[src/mevr_map.vh]
// register map, field positions and time bases of the motion event block
`ifndef MEVR_MAP_VH
`define MEVR_MAP_VH

// ----------------------------------------------------------------------
// register offsets
// ----------------------------------------------------------------------
`define MEVR_A_SIGMOTION_LEVEL_LO 8'h5A
`define MEVR_A_SIGMOTION_LEVEL_HI 8'h5B
`define MEVR_A_SIGMOTION_TIMING 8'h5C
`define MEVR_A_STRONG_WEAK_ENABLES 8'h5D
`define MEVR_A_STRONG_LEVEL_LO 8'h5E
`define MEVR_A_STRONG_LEVEL_HI 8'h5F
`define MEVR_A_STRONG_DWELL 8'h60
`define MEVR_A_WEAK_LEVEL_LO 8'h61
`define MEVR_A_WEAK_LEVEL_HI 8'h62
`define MEVR_A_WEAK_DWELL 8'h63
`define MEVR_A_DROP_LEVEL 8'h64
`define MEVR_A_DROP_DWELL 8'h65
`define MEVR_A_IRQ_ROUTE_LO 8'h66
`define MEVR_A_IRQ_ROUTE_HI 8'h67

// ----------------------------------------------------------------------
// reset values and field positions
// ----------------------------------------------------------------------
`define MEVR_RST_BYTE 8'h00
`define MEVR_B_STRONG_ALL 7
`define MEVR_B_STRONG_X 6
`define MEVR_B_STRONG_Y 5
`define MEVR_B_STRONG_Z 4
`define MEVR_B_WEAK_ALL 0
`define MEVR_F_HI5 4:0
`define MEVR_F_BLOCK_SEL 7:4
`define MEVR_F_PROOF_SEL 3:0
`define MEVR_SHIFT_DIV8 3
// low routing byte
`define MEVR_R_WEAK 7
`define MEVR_R_STRONG 6
`define MEVR_R_INACT 5
`define MEVR_R_ACT 4
`define MEVR_R_DTAP 3
`define MEVR_R_STAP 2
`define MEVR_R_FLAT 1
`define MEVR_R_ORIENT 0
// high routing byte
`define MEVR_R_TAP 5
`define MEVR_R_SIGMOTION 4
`define MEVR_R_QMARK 3
`define MEVR_R_GYRO_UPD 2
`define MEVR_R_LIN_UPD 1
`define MEVR_R_DROP 0

// ----------------------------------------------------------------------
// time bases
// ----------------------------------------------------------------------
`define MEVR_CLK_HZ 125000000
`define MEVR_DWELL_HZ 512
// one step of the motion timers is 50 ms (20 Hz)
`define MEVR_STEP_HZ 20
`define MEVR_DWELL_DIV (`MEVR_CLK_HZ / `MEVR_DWELL_HZ)
`define MEVR_STEP_DIV (`MEVR_CLK_HZ / `MEVR_STEP_HZ)

`endif

[src/mevr_core.v]
// motion event detection and interrupt pin routing
`timescale 1ns/10ps
`include "mevr_map.vh"

// Function
// - motion threshold joins low and high byte
// - low motion threshold byte, resets zero
// - exceed, wait block, exceed within proof
// - block selector in timing upper nibble
// - block codes decode to listed seconds
// - proof selector in timing lower nibble
// - proof codes decode to listed seconds
// - strong enable global bit7, axes 6..4
// - weak enable bit 0, bits 3..1 reserved
// - per-axis abs/8 above 13-bit strong level
// - strong event after 512 Hz dwell exceeded
// - all axes abs/8 below weak level
// - weak event after 512 Hz dwell exceeded
// - axis abs sum/8 below drop level
// - drop event after 512 Hz dwell exceeded
// - low route byte: one selects second pin
// - high route byte bits 4..0 likewise
// - tap routed by high byte bit 5
module mevr_core #(
  parameter DWELL_DIV = `MEVR_DWELL_DIV,
  parameter STEP_DIV = `MEVR_STEP_DIV
) (
  input wire mclk,
  input wire rst_n,
  input wire ce,
  input wire reg_wr,
  input wire reg_rd,
  input wire [7:0] reg_addr,
  input wire [7:0] reg_wdata,
  output reg [7:0] reg_rdata,
  input wire sample_valid,
  input wire [15:0] linear_sample_x,
  input wire [15:0] linear_sample_y,
  input wire [15:0] linear_sample_z,
  input wire [15:0] slope_x,
  input wire [15:0] slope_y,
  input wire [15:0] slope_z,
  input wire [7:0] ext_src_lo,
  input wire [4:0] ext_src_hi,
  output reg irq_pin_first,
  output reg irq_pin_second,
  output reg [3:0] event_state
);

  // ----------------------------------------------------------------------
  // helpers
  // ----------------------------------------------------------------------
  function [15:0] abs16;
    input [15:0] v;
    begin
      abs16 = v[15] ? (~v + 16'h0001) : v;
    end
  endfunction

  // block time in 50 ms steps
  function [8:0] block_steps;
    input [3:0] sel;
    begin
      case (sel)
        4'h0: block_steps = 9'h00A;
        4'h1: block_steps = 9'h014;
        4'h2: block_steps = 9'h01E;
        4'h3: block_steps = 9'h028;
        4'h4: block_steps = 9'h03C;
        4'h5: block_steps = 9'h050;
        4'h6: block_steps = 9'h064;
        4'h7: block_steps = 9'h078;
        4'h8: block_steps = 9'h000;
        4'h9: block_steps = 9'h0A0;
        4'hA: block_steps = 9'h0B4;
        4'hB: block_steps = 9'h0C8;
        4'hC: block_steps = 9'h0F0;
        4'hD: block_steps = 9'h118;
        4'hE: block_steps = 9'h12C;
        default: block_steps = 9'h140;
      endcase
    end
  endfunction

  // proof time in 50 ms steps
  function [8:0] proof_steps;
    input [3:0] sel;
    begin
      case (sel)
        4'h0: proof_steps = 9'h004;
        4'h1: proof_steps = 9'h005;
        4'h2: proof_steps = 9'h006;
        4'h3: proof_steps = 9'h008;
        4'h4: proof_steps = 9'h00A;
        4'h5: proof_steps = 9'h00C;
        4'h6: proof_steps = 9'h00E;
        4'h7: proof_steps = 9'h010;
        4'h8: proof_steps = 9'h012;
        4'h9: proof_steps = 9'h014;
        4'hA: proof_steps = 9'h018;
        4'hB: proof_steps = 9'h01E;
        4'hC: proof_steps = 9'h024;
        4'hD: proof_steps = 9'h02A;
        4'hE: proof_steps = 9'h030;
        default: proof_steps = 9'h038;
      endcase
    end
  endfunction

  // ----------------------------------------------------------------------
  // configuration registers
  // ----------------------------------------------------------------------
  reg [7:0] sigmotion_level_lo_r;
  reg [7:0] sigmotion_level_hi_r;
  reg [7:0] sigmotion_timing_r;
  reg [7:0] strong_weak_accel_enables_r;
  reg [7:0] strong_accel_level_lo_r;
  reg [7:0] strong_accel_level_hi_r;
  reg [7:0] strong_accel_dwell_r;
  reg [7:0] weak_accel_level_lo_r;
  reg [7:0] weak_accel_level_hi_r;
  reg [7:0] weak_accel_dwell_r;
  reg [7:0] drop_level_r;
  reg [7:0] drop_dwell_r;
  reg [7:0] irq_route_lo_r;
  reg [7:0] irq_route_hi_r;

  always @(posedge mclk or negedge rst_n) begin
    if (!rst_n) begin
      sigmotion_level_lo_r <= `MEVR_RST_BYTE;
      sigmotion_level_hi_r <= `MEVR_RST_BYTE;
      sigmotion_timing_r <= `MEVR_RST_BYTE;
      strong_weak_accel_enables_r <= `MEVR_RST_BYTE;
      strong_accel_level_lo_r <= `MEVR_RST_BYTE;
      strong_accel_level_hi_r <= `MEVR_RST_BYTE;
      strong_accel_dwell_r <= `MEVR_RST_BYTE;
      weak_accel_level_lo_r <= `MEVR_RST_BYTE;
      weak_accel_level_hi_r <= `MEVR_RST_BYTE;
      weak_accel_dwell_r <= `MEVR_RST_BYTE;
      drop_level_r <= `MEVR_RST_BYTE;
      drop_dwell_r <= `MEVR_RST_BYTE;
      irq_route_lo_r <= `MEVR_RST_BYTE;
      irq_route_hi_r <= `MEVR_RST_BYTE;
    end else if (ce && reg_wr) begin
      case (reg_addr)
        `MEVR_A_SIGMOTION_LEVEL_LO: sigmotion_level_lo_r <= reg_wdata;
        `MEVR_A_SIGMOTION_LEVEL_HI: sigmotion_level_hi_r <= reg_wdata;
        `MEVR_A_SIGMOTION_TIMING: sigmotion_timing_r <= reg_wdata;
        `MEVR_A_STRONG_WEAK_ENABLES: strong_weak_accel_enables_r <= reg_wdata;
        `MEVR_A_STRONG_LEVEL_LO: strong_accel_level_lo_r <= reg_wdata;
        `MEVR_A_STRONG_LEVEL_HI: strong_accel_level_hi_r <= reg_wdata;
        `MEVR_A_STRONG_DWELL: strong_accel_dwell_r <= reg_wdata;
        `MEVR_A_WEAK_LEVEL_LO: weak_accel_level_lo_r <= reg_wdata;
        `MEVR_A_WEAK_LEVEL_HI: weak_accel_level_hi_r <= reg_wdata;
        `MEVR_A_WEAK_DWELL: weak_accel_dwell_r <= reg_wdata;
        `MEVR_A_DROP_LEVEL: drop_level_r <= reg_wdata;
        `MEVR_A_DROP_DWELL: drop_dwell_r <= reg_wdata;
        `MEVR_A_IRQ_ROUTE_LO: irq_route_lo_r <= reg_wdata;
        `MEVR_A_IRQ_ROUTE_HI: irq_route_hi_r <= reg_wdata;
        default: ;
      endcase
    end
  end

  // read data one cycle after the read strobe; unmapped reads give zero
  always @(posedge mclk or negedge rst_n) begin
    if (!rst_n) begin
      reg_rdata <= `MEVR_RST_BYTE;
    end else if (ce && reg_rd) begin
      case (reg_addr)
        `MEVR_A_SIGMOTION_LEVEL_LO: reg_rdata <= sigmotion_level_lo_r;
        `MEVR_A_SIGMOTION_LEVEL_HI: reg_rdata <= sigmotion_level_hi_r;
        `MEVR_A_SIGMOTION_TIMING: reg_rdata <= sigmotion_timing_r;
        `MEVR_A_STRONG_WEAK_ENABLES: reg_rdata <= strong_weak_accel_enables_r;
        `MEVR_A_STRONG_LEVEL_LO: reg_rdata <= strong_accel_level_lo_r;
        `MEVR_A_STRONG_LEVEL_HI: reg_rdata <= strong_accel_level_hi_r;
        `MEVR_A_STRONG_DWELL: reg_rdata <= strong_accel_dwell_r;
        `MEVR_A_WEAK_LEVEL_LO: reg_rdata <= weak_accel_level_lo_r;
        `MEVR_A_WEAK_LEVEL_HI: reg_rdata <= weak_accel_level_hi_r;
        `MEVR_A_WEAK_DWELL: reg_rdata <= weak_accel_dwell_r;
        `MEVR_A_DROP_LEVEL: reg_rdata <= drop_level_r;
        `MEVR_A_DROP_DWELL: reg_rdata <= drop_dwell_r;
        `MEVR_A_IRQ_ROUTE_LO: reg_rdata <= irq_route_lo_r;
        `MEVR_A_IRQ_ROUTE_HI: reg_rdata <= irq_route_hi_r;
        default: reg_rdata <= `MEVR_RST_BYTE;
      endcase
    end
  end

  // ----------------------------------------------------------------------
  // time bases
  // ----------------------------------------------------------------------
  reg [23:0] dwell_div_r;
  reg [23:0] step_div_r;
  wire [31:0] dwell_last = DWELL_DIV - 1;
  wire [31:0] step_last = STEP_DIV - 1;
  wire tick_dwell = (dwell_div_r == dwell_last[23:0]);
  wire tick_step = (step_div_r == step_last[23:0]);

  always @(posedge mclk or negedge rst_n) begin
    if (!rst_n) begin
      dwell_div_r <= 24'h000000;
      step_div_r <= 24'h000000;
    end else if (ce) begin
      dwell_div_r <= tick_dwell ? 24'h000000 : dwell_div_r + 24'h000001;
      step_div_r <= tick_step ? 24'h000000 : step_div_r + 24'h000001;
    end
  end

  // ----------------------------------------------------------------------
  // acceleration conditions, held between samples
  // ----------------------------------------------------------------------
  wire [15:0] abs_x = abs16(linear_sample_x);
  wire [15:0] abs_y = abs16(linear_sample_y);
  wire [15:0] abs_z = abs16(linear_sample_z);
  wire [12:0] div_x = abs_x[15:`MEVR_SHIFT_DIV8];
  wire [12:0] div_y = abs_y[15:`MEVR_SHIFT_DIV8];
  wire [12:0] div_z = abs_z[15:`MEVR_SHIFT_DIV8];
  wire [17:0] abs_sum = {2'b00, abs_x} + {2'b00, abs_y} + {2'b00, abs_z};
  wire [14:0] sum_div = abs_sum[17:`MEVR_SHIFT_DIV8];
  wire [12:0] strong_level = {strong_accel_level_hi_r[`MEVR_F_HI5],
    strong_accel_level_lo_r};
  wire [12:0] weak_level = {weak_accel_level_hi_r[`MEVR_F_HI5],
    weak_accel_level_lo_r};
  wire [15:0] sig_level = {sigmotion_level_hi_r,
    sigmotion_level_lo_r};
  wire [7:0] en = strong_weak_accel_enables_r;

  wire strong_now = en[`MEVR_B_STRONG_ALL] && (
    (en[`MEVR_B_STRONG_X] && div_x > strong_level) ||
    (en[`MEVR_B_STRONG_Y] && div_y > strong_level) ||
    (en[`MEVR_B_STRONG_Z] && div_z > strong_level));
  wire weak_now = en[`MEVR_B_WEAK_ALL] && div_x < weak_level &&
    div_y < weak_level && div_z < weak_level;
  wire drop_now = sum_div < {7'h00, drop_level_r};
  wire slope_over = slope_x > sig_level || slope_y > sig_level ||
    slope_z > sig_level;

  reg strong_cond_r;
  reg weak_cond_r;
  reg drop_cond_r;

  always @(posedge mclk or negedge rst_n) begin
    if (!rst_n) begin
      strong_cond_r <= 1'b0;
      weak_cond_r <= 1'b0;
      drop_cond_r <= 1'b0;
    end else if (ce && sample_valid) begin
      strong_cond_r <= strong_now;
      weak_cond_r <= weak_now;
      drop_cond_r <= drop_now;
    end
  end

  // ----------------------------------------------------------------------
  // dwell qualification
  // ----------------------------------------------------------------------
  wire strong_accel_event;
  wire weak_accel_event;
  wire drop_event;

  mevr_dwell u_strong (
    .mclk(mclk),
    .rst_n(rst_n),
    .ce(ce),
    .tick(tick_dwell),
    .cond(strong_cond_r),
    .limit(strong_accel_dwell_r),
    .hit(strong_accel_event)
  );

  mevr_dwell u_weak (
    .mclk(mclk),
    .rst_n(rst_n),
    .ce(ce),
    .tick(tick_dwell),
    .cond(weak_cond_r),
    .limit(weak_accel_dwell_r),
    .hit(weak_accel_event)
  );

  mevr_dwell u_drop (
    .mclk(mclk),
    .rst_n(rst_n),
    .ce(ce),
    .tick(tick_dwell),
    .cond(drop_cond_r),
    .limit(drop_dwell_r),
    .hit(drop_event)
  );

  // ----------------------------------------------------------------------
  // significant motion sequence
  // ----------------------------------------------------------------------
  localparam SM_IDLE = 2'b00;
  localparam SM_BLOCK = 2'b01;
  localparam SM_PROOF = 2'b10;

  reg [1:0] sm_state_r;
  reg [1:0] sm_state_nxt;
  reg [8:0] sm_cnt_r;
  reg [8:0] sm_cnt_nxt;
  reg significant_motion_r;
  reg significant_motion_nxt;
  wire [8:0] blk = block_steps(sigmotion_timing_r[`MEVR_F_BLOCK_SEL]);
  wire [8:0] prf = proof_steps(sigmotion_timing_r[`MEVR_F_PROOF_SEL]);

  always @* begin
    sm_state_nxt = sm_state_r;
    sm_cnt_nxt = sm_cnt_r;
    significant_motion_nxt = 1'b0;
    case (sm_state_r)
      SM_IDLE: begin
        if (sample_valid && slope_over) begin
          sm_state_nxt = (blk == 9'h000) ? SM_PROOF : SM_BLOCK;
          sm_cnt_nxt = (blk == 9'h000) ? prf : blk;
        end
      end
      SM_BLOCK: begin
        if (tick_step) begin
          if (sm_cnt_r == 9'h001) begin
            sm_state_nxt = SM_PROOF;
            sm_cnt_nxt = prf;
          end else begin
            sm_cnt_nxt = sm_cnt_r - 9'h001;
          end
        end
      end
      SM_PROOF: begin
        if (sample_valid && slope_over) begin
          significant_motion_nxt = 1'b1;
          sm_state_nxt = SM_IDLE;
        end else if (tick_step) begin
          if (sm_cnt_r == 9'h001) begin
            sm_state_nxt = SM_IDLE;
          end else begin
            sm_cnt_nxt = sm_cnt_r - 9'h001;
          end
        end
      end
      default: begin
        sm_state_nxt = SM_IDLE;
      end
    endcase
  end

  always @(posedge mclk or negedge rst_n) begin
    if (!rst_n) begin
      sm_state_r <= SM_IDLE;
      sm_cnt_r <= 9'h000;
      significant_motion_r <= 1'b0;
    end else if (ce) begin
      sm_state_r <= sm_state_nxt;
      sm_cnt_r <= sm_cnt_nxt;
      significant_motion_r <= significant_motion_nxt;
    end
  end

  // ----------------------------------------------------------------------
  // interrupt routing
  // ----------------------------------------------------------------------
  reg [7:0] lo_src;
  reg [7:0] hi_src;

  always @* begin
    lo_src = ext_src_lo;
    lo_src[`MEVR_R_WEAK] = weak_accel_event;
    lo_src[`MEVR_R_STRONG] = strong_accel_event;
    hi_src = 8'h00;
    hi_src[`MEVR_R_TAP] = ext_src_hi[4];
    hi_src[`MEVR_R_SIGMOTION] = significant_motion_r;
    hi_src[`MEVR_R_QMARK] = ext_src_hi[3];
    hi_src[`MEVR_R_GYRO_UPD] = ext_src_hi[2];
    hi_src[`MEVR_R_LIN_UPD] = ext_src_hi[1];
    hi_src[`MEVR_R_DROP] = drop_event;
  end

  always @(posedge mclk or negedge rst_n) begin
    if (!rst_n) begin
      irq_pin_first <= 1'b0;
      irq_pin_second <= 1'b0;
      event_state <= 4'h0;
    end else if (ce) begin
      irq_pin_second <= |(lo_src & irq_route_lo_r) |
        |(hi_src & irq_route_hi_r);
      irq_pin_first <= |(lo_src & ~irq_route_lo_r) |
        |(hi_src & ~irq_route_hi_r);
      event_state <= {significant_motion_r, drop_event, weak_accel_event,
        strong_accel_event};
    end
  end

endmodule // mevr_core

[src/mevr_dwell.v]
// dwell counter that qualifies a persisting condition
`timescale 1ns/10ps
module mevr_dwell (
  input wire mclk,
  input wire rst_n,
  input wire ce,
  input wire tick,
  input wire cond,
  input wire [7:0] limit,
  output wire hit
);

  reg [8:0] cnt_r;
  reg [8:0] cnt_nxt;

  // ----------------------------------------------------------------------
  // saturating count of base ticks while the condition holds
  // ----------------------------------------------------------------------
  always @* begin
    cnt_nxt = cnt_r;
    if (!cond) begin
      cnt_nxt = 9'h000;
    end else if (tick && cnt_r != 9'h1FF) begin
      cnt_nxt = cnt_r + 9'h001;
    end
  end

  always @(posedge mclk or negedge rst_n) begin
    if (!rst_n) begin
      cnt_r <= 9'h000;
    end else if (ce) begin
      cnt_r <= cnt_nxt;
    end
  end

  assign hit = cond && (cnt_r > {1'b0, limit});

endmodule // mevr_dwell

[config.mk]
export PLATFORM = sky130hd
export DESIGN_NAME = mevr_core
export DESIGN_NICKNAME = d
export VERILOG_FILES = /design/src/mevr_core.v /design/src/mevr_dwell.v
export VERILOG_INCLUDE_DIRS = /design/src
export SDC_FILE = /design/constraint.sdc
export NUM_CORES = 1
export LEC_CHECK = 0
export BUFFER_PORTS_ARGS = -buffer_cell sky130_fd_sc_hd__buf_2
export CAP_MARGIN = 0
export CELL_PAD_IN_SITES_DETAIL_PLACEMENT = 1
export CELL_PAD_IN_SITES_GLOBAL_PLACEMENT = 1
export CORE_ASPECT_RATIO = 1.25
export CORE_MARGIN = 2
export CORE_UTILIZATION = 43
export DETAILED_ROUTE_END_ITERATION = 8
export PLACE_DENSITY = 0.74
export SLEW_MARGIN = 10
export SYNTH_ARGS = -nofsm -noshare
export SYNTH_HDL_FRONTEND = slang
export SYNTH_SLANG_ARGS = --single-unit
export TNS_END_PERCENT = 5
[constraint.sdc]
create_clock -name mclk -period 2.6 [get_ports mclk]
set_input_delay 0 -clock mclk [delete_from_list [all_inputs] [get_ports mclk]]
set_output_delay 0 -clock mclk [all_outputs]
set_load 0.02 [all_outputs]
# Word-level counts from Yosys, hierarchy flattened
# Memory sizes are Yosys's and may differ from the RTL's.
# Cells that the tools add are included.
[totals]
regBits = 216
latch_bits = 0
ram_bits = 0
rom_bits = 224
input_bits = 131
output_inout_bits = 14
elab_cells = 176
memories = 2
[mem_list]
columns = ["memory", "depth", "width", "read_ports", "rd_clocked_by_memory_dff", "wr", "line", "rtl"]
rows = [
  ["(no name shown)", 16, 8, 1, 0, 0, "mevr_core.v:64", "case (sel)"],
  ["(no name shown)", 16, 6, 1, 0, 0, "mevr_core.v:89", "case (sel)"],
]
[classes]
n_addsub = 11
mul = 0
div_mod_pow = 0
n_lt_le_gt_ge = 13
n_eq_ne = 33
n_shift = 0
n_mux = 30
bitwise = 11
n_reduce_logical = 47
[op_table]
columns = ["cell", "count"]
rows = [
  ["two-way mux 9 bit", 13],
  ["equality test 8 x 7 -> 1 bit, second input constant", 14],
  ["one-hot mux 8 bit (14 select lines)", 1],
  ["adder 16 x 1 -> 16 bit, second input constant", 3],
  ["adder 24 x 1 -> 24 bit, second input constant", 2],
  ["greater-than comparator 16 bit", 3],
  ["two-way mux 16 bit", 3],
  ["two-way mux 24 bit", 2],
  ["NOT 16 bit", 3],
  ["greater-than comparator 13 bit", 3],
  ["less-than comparator 13 bit", 3],
  ["AND reduction 2 bit", 17],
  ["OR reduction 8 bit", 4],
  ["adder 9 x 1 -> 9 bit, second input constant", 3],
  ["greater-than comparator 9 x 8 -> 1 bit", 3],
  ["inequality test 9 bit, second input constant", 3],
  ["one-hot mux 9 bit (3 select lines)", 1],
  ["equality test 24 x 18 -> 1 bit, second input constant", 1],
  ["equality test 24 x 23 -> 1 bit, second input constant", 1],
  ["adder 17 x 16 -> 18 bit", 1],
  ["adder 16 x 16 -> 17 bit", 1],
  ["logical AND 1 bit", 17],
  ["AND 6 x 8 -> 8 bit", 2],
  ["AND 8 bit", 2],
  ["other kinds (19)", 39],
]

# Logic depth before layout (Yosys ltp)
# Gate-level depths: netlist of run 1.
[depth]
word_depth = 8
ltp_mapped = 21
mapped_depth_nobuf = 21

# By module
# From an unflattened synthesis of run 1, not the netlist that was laid out.
[unflattened]
hier_cells = 1767
hier_area_um2 = 16744.8
[modules_own_cells]
columns = ["module", "n_inst", "cells_each", "area_each_um2", "seq_area_each_um2"]
rows = [
  ["mevr_core", 1, 1503, 14302.5, 4729.5],
  ["mevr_dwell at u_drop ...", 2, 88, 810.8, 225.2],
  ["mevr_dwell at u_weak", 1, 88, 820.8, 225.2],
]

# Worst setup path after synthesis of run 1
# Ideal clock, no wire load.
[synth_timing]
path_kind = "input-to-reg"
start = "input linear_sample_z[0]"
end = "register drop_cond_r"
setup_time_ns = 0.110
arrival_time_ns = 3.998
t_required_ns = 2.490
slack_ns = -1.508
cell_stages = 19
path_buffers = 0
path_cell_list = "or3_1 > or4_1 > o21ai_0 > xnor2_1 > fa_1 > ha_1 > o211ai_1 > nor2_1 > o211ai_1 > a21boi_1 > nor2_1 > xnor2_1 > ha_1 > nand3_1 > o31a_1 > nand3_1 > a2111oi_0 > nand4_1 > o41ai_1"
[synth_between]
elab_chain_cells = 5
[synth_rtl]
columns = ["element", "line", "rtl"]
rows = [
  ["from (decl)", "mevr_core.v:39", "input wire [15:0] linear_sample_z,"],
  ["NOT 16 bit", "mevr_core.v:56", "abs16 = v[15] ? (~v + 16'h0001) : v;"],
  ["adder 16 x 1 -> 16 bit", "mevr_core.v:56", ""],
  ["two-way mux 16 bit (*)", "mevr_core.v:56", ""],
  ["adder 17 x 16 -> 18 bit (*)", "mevr_core.v:219", "wire [17:0] abs_sum = {2'b00, abs_x} + {2'b00, abs_y} + {2'b00, abs_z};"],
  ["less-than comparator 15 x 8 -> 1 bit (*)", "mevr_core.v:235", "wire drop_now = sum_div < {7'h00, drop_level_r};"],
  ["to (signal assigned)", "mevr_core.v:251", "drop_cond_r <= drop_now;"],
  ["to (decl)", "mevr_core.v:241", "reg drop_cond_r;"],
]
# Every way passes the cells marked *; elsewhere a longest branch is shown, timed or not.
# A chain may end at the register's enable or synchronous reset.

# Worst setup path after layout of run 1
# Same ends and word-level chain as after synthesis.

==> flow_summary.toml, run 1 <==
[grt]
grt_pass1_wl_um = 88200
antenna_found_initial = 4
grt_max_degree = 101
grt-busiest-layer = "met2"
overflow = 0
grt.total_usage_pct = 28.75
grt_use_met3_pct = 2.835
grt_pass1_vias = 16610
gr-usage-met1_pct = 31.34
met2_usage_pct = 55.88

[setup_path]
r2r_slack_ns = -0.34
crit_start = "linear_sample_z[0]"
crit_slowest_cell = "fa_1"
cp_cell_sequence = "buf_8 -> or3_4 -> or4_4 -> o21ai_4 -> xnor2_2 -> fa_1 -> ha_4 -> o211ai_1 -> nor2_1 -> o211ai_1 -> a21boi_1 -> nor2_1 -> xnor2_1 -> ha_1 -> nand3_2 -> o31a_1 -> nand3_2 -> a2111oi_4 -> nand4_1 -> o41ai_2"
end_kind = "flop"
critPathLaunchType = "input pin"
worstPathArrival_ns = 4.22
crit_type = "input pin to flop"
cp_data_required_time_ns = 3.03
r2r-end = "sm_cnt_r[5]"
crit_end = "drop_cond_r"
critPathMaxStageDelay_ns = 0.52
critical_path.max_fanout = 3
worstRegToRegCells = 12
r2r-start = "sigmotion_level_lo_r[2]"

[yosys]
synth_edf_count = 0
ys_types = 83
syn_area_per_cell_um2 = 9.460
synth.yosys.seq_area_share_pct = 33.61
ys_seq_elements = 216
synthCells = 1700
yosysTopAreaCell = "dfrtp_1"
yosysTopAreaCellShare_pct = 33.61
syn_area_um2 = 16080
yosysWarnings = 0
ys_top_cells_by_area = "dfrtp_1 (34%), ha_1 (15%), mux2_2 (5.9%)"
synthArstFlopShare_pct = 100.0
synth_ff_type = "dfrtp_1"
synthesis.nets = 2041

[status]
status = "finished, violations left"
failed_checks = "setup timing"

[power_and_ir_drop]
cellPowerDensity_nw_per_um2 = 558.6
power.internal_mw = 7.750
p_switching_mw = 3.718
p_clk_share_pct = 33.2
p_total_mw = 11.47
leakagePower_nw = 9.852
power_frac_comb_pct = 33.3
p_seq_share_pct = 33.4
swShare_pct = 32.42
vdd_ir_drop_max_v = 0.0002691

[floorplan]
die_area_um2 = 38970
fp-row-count = 79
ios = 145
core_area_um2 = 37070
dieHeight_um = 220.2
start_util_pct = 43.39
fp.dieW_um = 177.0

[cells_and_area]
design_area_um2 = 20530
area_growth_pct = 27.66
nets = 2426
layout-drive-gt1-share_pct = 27.88

[hold_path]
min_path_type = "input pin to async pin"

[sta]
post-route-min-period_ns = 3.790
finalCritPeriodShare_pct = 145.8
setup_ws_ns = -1.190
whs_ns = 0.01908
tightest_slew_ns = 0.7743
setup_viol = 14
worst_clock_skew_ns = 0.01475
final_hold_viol_count = 0
max_freq_mhz = 263.9
slew_headroom_pct = 48.33
setup_tns_ns = -4.907
finalMaxSlewViolations = 0
rsz0062_at_grt = "true"

[clock_network]
clkSinkCount = 216
h-tree-depth = 1
clkLatencyLatePin_ns = 0.54
cts_tree = "built"
cts_root_buffer = "clkbuf_16"
numCtsBuffers = 23
clockBufferDepth = 3
clk_pin_slew_ns = 0.06

[detailed_routing]
ant_nets = 0
vias_per_cell = 5.815
wl_um = 55560
firstDrtPassIters = 5
routedWlPerCell_um = 21.44
dr_total_vias = 15070
drt_iter0_drc = 715
drc_errors = 0

[placement]
place_area_um2 = 19120
io_buffers = 141
place_congestion = 0.9154
hpwl_um = 43790

[run]
maxCapViolCount = 0
==> sequential cells by signal (all words and copies together) (netlist names), 9 cells and up <==
| register | cells |
|---|---|
| dwell_div_r | 24 |
| sm_cnt_r | 9 |
| step_div_r | 24 |
| u_strong.cnt_r | 9 |
| u_weak.cnt_r | 9 |
| u_drop.cnt_r | 9 |
==> power groups by stage <==
stage	registers, mW	logic, mW	clock network (mW)
floorplan	3.80	2.15	0
global placement	3.87	3.45	0
detailed placement	3.88	3.64	0
CTS	3.83	3.75	3.86
global route	3.85	4.25	4.01
finish	3.83	3.82	3.81
==> worst max-delay path, delay by kind of cell <==
kind | cells | cell delay, ns
buf+inv | 1 | 0.10
fa+ha+maj | 3 | 1.17
simple gates | 7 | 1.45
xor+xnor | 2 | 0.24
compound gates | 7 | 1.26
==> cells by family (layout without fill, tap and decap cells) <==
logic type                 Yosys count  in the layout  share of synthesized area [%]
AOI/OAI and AO/OA                  370            370                          15.51
adders and majority gates          210            210                          17.04
and+or+nand+nor                    527            527                          16.65
buffers and inverters              165            567                          3.859
DFF                                216            216                          33.61
muxes                              105            105                          7.508
xor gates and xnor gates           107            107                          5.827
other                                0              3                              0
==> layer usage <==
metal | up-vias | part of all wire, %
li1 | 6980 | -
met1 | 7527 | 38
met2 | 403 | 54
met3 | 154 | 4.0
met4 | 2 | 4.6
met5 | - | 0.023
==> synthesized netlist by cell type, drive strengths merged (6+ instances only) <==
cell type and number:
dfrtp 216, ha 195, nand2 150, inv 124, nor2 109, o21ai 94, mux2 90, a21oi 65
xnor2 65, nand3 64, nand4 56, xor2 42, clkbuf 37, a21o 32, a22oi 25, a221oi 24
nor3 23, nor2b 21, and3 20, a22o 17, nand2b 17, o21a 17, fa 15, o31ai 15
mux2i 13, a31oi 12, or3 12, nor4 11, and2 10, o41ai 9, o211ai 8, a21boi 7
o22ai 7, or4 7, a211oi 6, nor3b 6
==> through the flow <==
stage	setup slack [ns]	util (%)	cells
4_1_cts	-1.133	54.89	2587
6_report	-1.190	55.39	2591
5_1_grt	-1.438	55.39	2591
3_5_place_dp	-1.794	51.58	2526
2_1_floorplan	-1.333	-	1700
3_3_place_gp	-1.583	51.58	2526
==> what timing repair did <==
item / in CTS / in global routing
buffers inserted: 1 / 1
setup endpoints to repair: 14 / 26
pin swaps: 12 / 14
resized for setup: 35 / 31
endpoints found under the hold margin: 256 / 0
hold buffers: 18 / 0
==> placed cells by master, fill, tap and decap left out, types with 8 or more instances in the layout <==
cell,synthesis,final
o31ai_1,15,12
nand3_1,63,61
fa_1,15,15
a22o_1,17,17
buf_2,1,138
a31oi_1,12,11
a221oi_1,24,22
xor2_1,42,41
dlygate4sd3_1,0,16
or3_1,10,8
nand4_1,55,55
o21ai_0,93,85
clkbuf_16,0,23
nor3_1,21,21
o41ai_1,9,8
inv_1,124,117
a21oi_1,65,60
nor2b_1,21,20
nand2b_1,17,17
xnor2_1,65,63
nor2_1,107,107
dfrtp_1,216,216
mux2i_1,13,13
mux2_2,84,84
buf_4,0,238
a22oi_1,25,25
and3_1,20,18
and2_1,9,9
nand2_1,150,149
a21o_1,32,32
ha_1,195,188
o21a_1,17,17
==> worst min-delay path by stage <==
stage,from,to,cells past startpoint
CTS,rst_n,sm_cnt_r[3],3
finish,rst_n,sm_cnt_r[0],3
detailed placement,rst_n,sm_cnt_r[2],1
global placement,rst_n,sm_cnt_r[1],1
global route,rst_n,sm_cnt_r[2],3
floorplan,rst_n,drop_cond_r,0
==> layout make-up <==
type                    count  area, µm²
clock buffers              29      618.1
inverters                 124      465.4
well taps                 486      608.1
fillers                  4242      16540
diodes                      3      7.507
flip-flops and latches    216       5405
multi-input cells        1319      10400
repair buffers            401       2774
clock inverters            13      249.0
Power figures use the tool's default switching activity.
==> inputs of run 2 (changes only) <==
==> constraint.sdc (replaced) <==
create_clock -name mclk -period 2.6 [get_ports mclk]
set_input_delay 0.52 -clock mclk [delete_from_list [all_inputs] [get_ports mclk]]
set_output_delay 0.52 -clock mclk [all_outputs]
set_load 0.02 [all_outputs]
==> flow_summary.toml, run 2 (same netlist as run 1, synthesis figures left out) <==
[status]
status = "finished, violations left"
failed_checks = "setup timing"

[detailed_routing]
drt_iter0_drc = 711
firstDrtPassIters = 5
ant_nets = 0
drc_errors = 0
dr_total_vias = 15060
wl_um = 56260
vias_per_cell = 5.789
routedWlPerCell_um = 21.63

[cells_and_area]
design_area_um2 = 20470
fillCellCount = 4282
final_cells = 2601
layout_commonest_cell = "buf_4"
layout-drive-gt1-share_pct = 28.52
top_regs = "dwell_div_r (24), step_div_r (24)"
area_growth_pct = 27.26
final_cell_mix = "buf_4 (261), dfrtp_1 (215), ha_1 (190)"
nets = 2435
final_util_pct = 55.21

[setup_path]
critPathLaunchType = "input pin"
crit_end = "drop_cond_r"
r2r-start = "sigmotion_level_lo_r[6]"
cp_top_family = "simple AND/OR/NAND/NOR gates"
worstPathArrival_ns = 4.73
path_common_cell = "buf_4"
r2r_slack_ns = -0.35
worst-path-buf-inv = 5
end_kind = "flop"
worstRegToRegCells = 12
crit_start = "linear_sample_z[0]"
critPathMaxStageDelay_ns = 0.59
r2r-end = "sm_cnt_r[5]"
crit_type = "input pin to flop"
critical_path.max_fanout = 3
cp_data_required_time_ns = 3.04
cp_cell_sequence = "buf_6 -> or3_4 -> or4_4 -> o21ai_4 -> xnor2_2 -> fa_1 -> ha_4 -> o211ai_1 -> nor2_1 -> buf_4 -> buf_4 -> buf_4 -> buf_4 -> o21ai_0 -> nand2_1 -> xor2_1 -> ha_1 -> nand3_2 -> o31a_1 -> nand3_2 -> a2111oi_4 -> nand4_1 -> o41ai_2"
cp_num_cells = 23
crit_slowest_cell = "fa_1"

[floorplan]
fp.dieW_um = 177.0
dieHeight_um = 220.2
die_area_um2 = 38970
ios = 145
start_util_pct = 43.39
fp-row-count = 79
core_area_um2 = 37070

[clock_network]
clkSinkCount = 216
clk_pin_slew_ns = 0.07
clkLatencyLatePin_ns = 0.55
numCtsBuffers = 23
cts_tree = "built"
clockBufferDepth = 3
h-tree-depth = 1
cts_root_buffer = "clkbuf_16"

[grt]
grt.total_usage_pct = 28.97
antenna_found_initial = 5
grt_pass1_vias = 16640
overflow = 0
grt_max_degree = 68
grt_pass1_wl_um = 88490

[power_and_ir_drop]
power.internal_mw = 7.546
p_switching_mw = 3.707
p_seq_share_pct = 34.0
p_total_mw = 11.25
swShare_pct = 32.94
p_clk_share_pct = 32.6
power_frac_comb_pct = 33.4
cellPowerDensity_nw_per_um2 = 549.8
vdd_ir_drop_max_v = 0.0003404
leakagePower_nw = 9.875

[sta]
setup_viol = 14
final_hold_viol_count = 0
slew_headroom_pct = 39.76
tightest_slew_ns = 0.9026
finalMaxSlewViolations = 0
max_freq_mhz = 232.7
worst_clock_skew_ns = 0.01915
setup_tns_ns = -7.022
setup_ws_ns = -1.697
post-route-min-period_ns = 4.297
rsz0062_at_grt = "true"
finalCritPeriodShare_pct = 165.3

[run]
maxCapViolCount = 0

[placement]
hpwl_um = 45020
place_area_um2 = 19330
place_congestion = 0.9042
io_buffers = 141
place_inst = 2549

[hold_path]
min_path_type = "input pin to flop"
==> run 2: layer usage <==
| metal | track usage [%] | wire, µm | vias to the layer above |
|---|---|---|---|
| met5 | 0 | 11 | - |
| met4 | 13.72 | 2616 | 2 |
| met3 | 3.144 | 2015 | 133 |
| met2 | 55.69 | 30240 | 377 |
| met1 | 31.42 | 21370 | 7554 |
| li1 | - | - | 6991 |
==> run 2: worst min path at each step <==
| stage | slack [ns] | to | from | cells past startpoint |
|---|---|---|---|---|
| after global routing | 0.42 | irq_pin_first | ext_src_hi[3] | 4 |
| after detailed placement | 0.48 | reg_rdata[1] | reg_rdata[1] | 1 |
| final | 0.40 | irq_pin_first | ext_src_hi[3] | 4 |
| after CTS | 0.38 | irq_pin_first | ext_src_hi[3] | 4 |
| after global placement | 0.46 | reg_rdata[2] | reg_rdata[2] | 1 |
| after floorplan | 0.22 | drop_cond_r | rst_n | 0 |
==> run 2: timing repair <==
| item | CTS | global route |
|---|---|---|
| gates resized for setup | 19 | 35 |
| cloned | 0 | 0 |
| hold buffers | 1 | 0 |
| endpoints found under the setup margin | 14 | 20 |
| buffers inserted | 4 | 1 |
| endpoints found under the hold margin | 63 | 0 |
| pin swaps | 15 | 15 |
==> run 2: metrics by stage <==
step / worst slack [ns] / hold WS [ns]
floorplan: -1.853 / 0.2244
detailed placement: -2.244 / 0.4770
global placement: -2.107 / 0.4623
finish: -1.697 / 0.3985
global route: -1.827 / 0.4162
CTS: -1.552 / 0.3804
==> run 2: layout make-up <==
cell class | count | area [µm²] | area share (%)
multi-input combinational | 1319 | 10330 | 50.46
sequential | 216 | 5406 | 26.42
timing repair buffer | 410 | 2820 | 13.78
clock buffer | 29 | 628.1 | 3.069
tap | 486 | 608.1 | 2.971
inverter | 124 | 465.4 | 2.274
clock inverter | 13 | 200.2 | 0.9782
antenna | 4 | 10.01 | 0.04891
==> run 2: power by group through the flow <==
stage	Sequential (mW)	Clock (mW)	Combinational, mW
finish	3.82	3.67	3.76
global route	3.85	3.84	4.21
CTS	3.82	3.71	3.69
detailed placement	3.88	0	3.61
global placement	3.86	0	3.43
floorplan	3.80	0	2.15
==> run 2: worst min-delay path, stage by stage <==
cell      delay (ns)
buf_2           0.09
a221oi_1        0.06
nand3_1         0.08
o32a_1          0.14
==> inputs of run 3 (changes only) <==
--- a/config.mk
+++ b/config.mk
@@ -18,5 +18,6 @@
 export SLEW_MARGIN = 10
 export SYNTH_ARGS = -nofsm -noshare
 export SYNTH_HDL_FRONTEND = slang
+export SYNTH_HIERARCHICAL = 1
 export SYNTH_SLANG_ARGS = --single-unit
 export TNS_END_PERCENT = 5
==> flow_summary.toml, run 3 <==
[status]
status = "finished, violations left"
failed_checks = "setup timing"

[detailed_routing]
ant_nets = 0
drc_errors = 0
routedWlPerCell_um = 22.46
firstDrtPassIters = 7
vias_per_cell = 5.908
dr_total_vias = 15650
drt_iter0_drc = 686
wl_um = 59500

[placement]
place_congestion = 0.9665
io_buffers = 141
hpwl_um = 47300
place_inst = 2603

[power_and_ir_drop]
cellPowerDensity_nw_per_um2 = 542.1
power_frac_comb_pct = 37.0
leakagePower_nw = 9.944
p_clk_share_pct = 29.5
power.internal_mw = 7.507
p_switching_mw = 3.912
p_total_mw = 11.42
swShare_pct = 34.26
p_seq_share_pct = 33.5
vdd_ir_drop_max_v = 0.0004460

[grt]
antenna_found_initial = 3
grt_max_degree = 80
grt_pass1_wl_um = 94230
grt_pass1_vias = 17400
grt.total_usage_pct = 29.19
overflow = 0

[yosys]
synthesis.nets = 2107
yosysTopAreaCellShare_pct = 32.28
syn_area_per_cell_um2 = 9.476
ys_types = 92
synthCells = 1767
yosysWarnings = 6
ys_seq_elements = 216
synth_ff_type = "dfrtp_1"
synthTopCellsByCount = "dfrtp_1 (216), ha_1 (194), nand2_1 (153)"
yosysTopAreaCell = "dfrtp_1"
syn_area_um2 = 16740
synthArstFlopShare_pct = 100.0
synth.yosys.seq_area_share_pct = 32.28
yosysMostFrequentCell = "dfrtp_1"
synth_edf_count = 0
ys_top_cells_by_area = "dfrtp_1 (32%), ha_1 (14%), mux2_2 (5.9%)"

[sta]
finalMaxSlewViolations = 0
setup_viol = 14
finalCritPeriodShare_pct = 164.7
rsz0062_at_grt = "true"
max_freq_mhz = 233.6
final_hold_viol_count = 0
whs_ns = 0.3552
slew_headroom_pct = 41.18
worst_clock_skew_ns = 0.01302
tightest_slew_ns = 0.8814
post-route-min-period_ns = 4.281
setup_ws_ns = -1.681

[clock_network]
clockBufferDepth = 3
cts_tree = "built"
numCtsBuffers = 22
clk_pin_slew_ns = 0.06
h-tree-depth = 1
clkSinkCount = 216
cts_root_buffer = "clkbuf_16"
clkLatencyLatePin_ns = 0.53

[cells_and_area]
area_growth_pct = 25.79
layout_commonest_cell = "buf_4"
top_regs = "dwell_div_r (24), step_div_r (24)"
fillCellCount = 4367
nets = 2481
layout-drive-gt1-share_pct = 29.47
final_cells = 2649
final_cell_mix = "buf_4 (248), dfrtp_1 (216), ha_1 (186)"

[setup_path]
worstPathArrival_ns = 4.74
critical_path.max_fanout = 4
end_kind = "flop"
crit_type = "input pin to flop"
critPathLaunchType = "input pin"
cp_data_required_time_ns = 3.06

[hold_path]
min_path_type = "input pin to flop"

[floorplan]
core_area_um2 = 38340
ios = 145
die_area_um2 = 40550
fp-row-count = 80
fp.dieW_um = 180.5
start_util_pct = 43.68
dieHeight_um = 224.6

[run]
maxCapViolCount = 0
run 3: cell count changes in the layout (fill, tap and decap cells not counted), sizes merged, moves of 10 or more:
cell     delta
nor2       -26
inv        +20
nand2b     +18
buf        -16
o21a       -14
a22oi      +12
a2111oi    +11
mux2i      +11
a21oi      +10
run 3: cell families (layout without fill, tap and decap cells):
kind of cell | Yosys count | after routing | synth area share [%]
xor gates and xnor gates | 90 | 90 | 4.707
other | 0 | 2 | 0
AOI/OAI and AO/OA | 397 | 397 | 17.10
DFF | 216 | 216 | 32.28
muxes | 115 | 115 | 7.756
and+or+nand+nor | 551 | 551 | 17.54
adders and majority gates | 209 | 209 | 16.29
buffers and inverters | 189 | 577 | 4.334
run 3: worst paths after layout:
| kind | startpoint | to | slack [ns] | depth (start not counted) |
|---|---|---|---|---|
| worst max register to register | sigmotion_level_lo_r[7] | sm_cnt_r[2] | -0.24 | 10 |
| min in group asynchronous | rst_n | sm_cnt_r[7] | 0.47 | 2 |
| worst max-delay path | linear_sample_y[5] | drop_cond_r | -1.68 | 21 |
| worst min-delay path | ext_src_hi[3] | irq_pin_first | 0.36 | 3 |
| max in group asynchronous | rst_n | weak_accel_level_lo_r[3] | 1.38 | 3 |
| worst min register to register | dwell_div_r[23] | dwell_div_r[23] | 0.49 | 1 |
run 3: final cells by class:
class / instances / area (µm²) / share of cell area [%]
antenna: 2 / 5.005 / 0.02376
clock buffer: 29 / 628.1 / 2.982
multi-input combinational: 1362 / 11030 / 52.36
sequential: 216 / 5405 / 25.66
clock inverter: 9 / 122.6 / 0.5821
inverter: 145 / 561.8 / 2.667
timing repair buffer: 394 / 2698 / 12.81
tap: 492 / 615.6 / 2.922
run 3: stage by stage:
| step | utilization, % | setup WS, ns | TNS, ns | instance area [µm²] |
|---|---|---|---|---|
| 2_1_floorplan | - | -1.751 | -3.253 | 16920 |
| 3_3_place_gp | 52.15 | -2.094 | -8.609 | 19990 |
| 3_5_place_dp | 52.15 | -2.356 | -9.599 | 19990 |
| 4_1_cts | 54.74 | -1.586 | -4.424 | 20980 |
| 5_1_grt | 54.94 | -1.911 | -6.831 | 21060 |
| 6_report | 54.94 | -1.681 | -5.121 | 21060 |
run 3: critical path, cell delays in order:
cell	delay, ns
buf_2	0.11
nor3_2	0.24
buf_4	0.17
nand2b_4	0.05
buf_4	0.14
o31ai_1	0.26
xnor2_1	0.27
fa_1	0.53
ha_4	0.24
and2_4	0.15
a21o_1	0.20
xor2_1	0.18
ha_2	0.31
nand3_2	0.09
nor2_2	0.05
nand3_1	0.08
o211ai_1	0.10
a2111oi_2	0.39
o311ai_1	0.17
nor4_2	0.29
a32o_1	0.18
run 3: per-layer routing:
metal | GRT usage, % | vias up | routed length [µm]
li1 | - | 7235 | -
met1 | 32.30 | 7899 | 22920
met2 | 55.20 | 362 | 31300
met3 | 2.866 | 152 | 2015
met4 | 14.96 | 2 | 3246
met5 | 0 | - | 13
run 3: what timing repair did:
| action | 4_1_cts | 5_1_grt |
|---|---|---|
| pin swaps | 30 | 11 |
| hold endpoints to repair | 36 | 0 |
| hold buffers | 1 | 0 |
| buffers inserted | 3 | 2 |
| gates resized for setup | 47 | 14 |
| setup endpoints to repair | 14 | 17 |
run 3: power by group through the flow:
stage	clock, mW	combinational, mW	sequential [mW]
floorplan	0	2.36	3.80
finish	3.37	4.22	3.83
global placement	0	3.87	3.86
global route	3.52	4.66	3.85
detailed placement	0	4.07	3.88
CTS	3.42	4.18	3.82
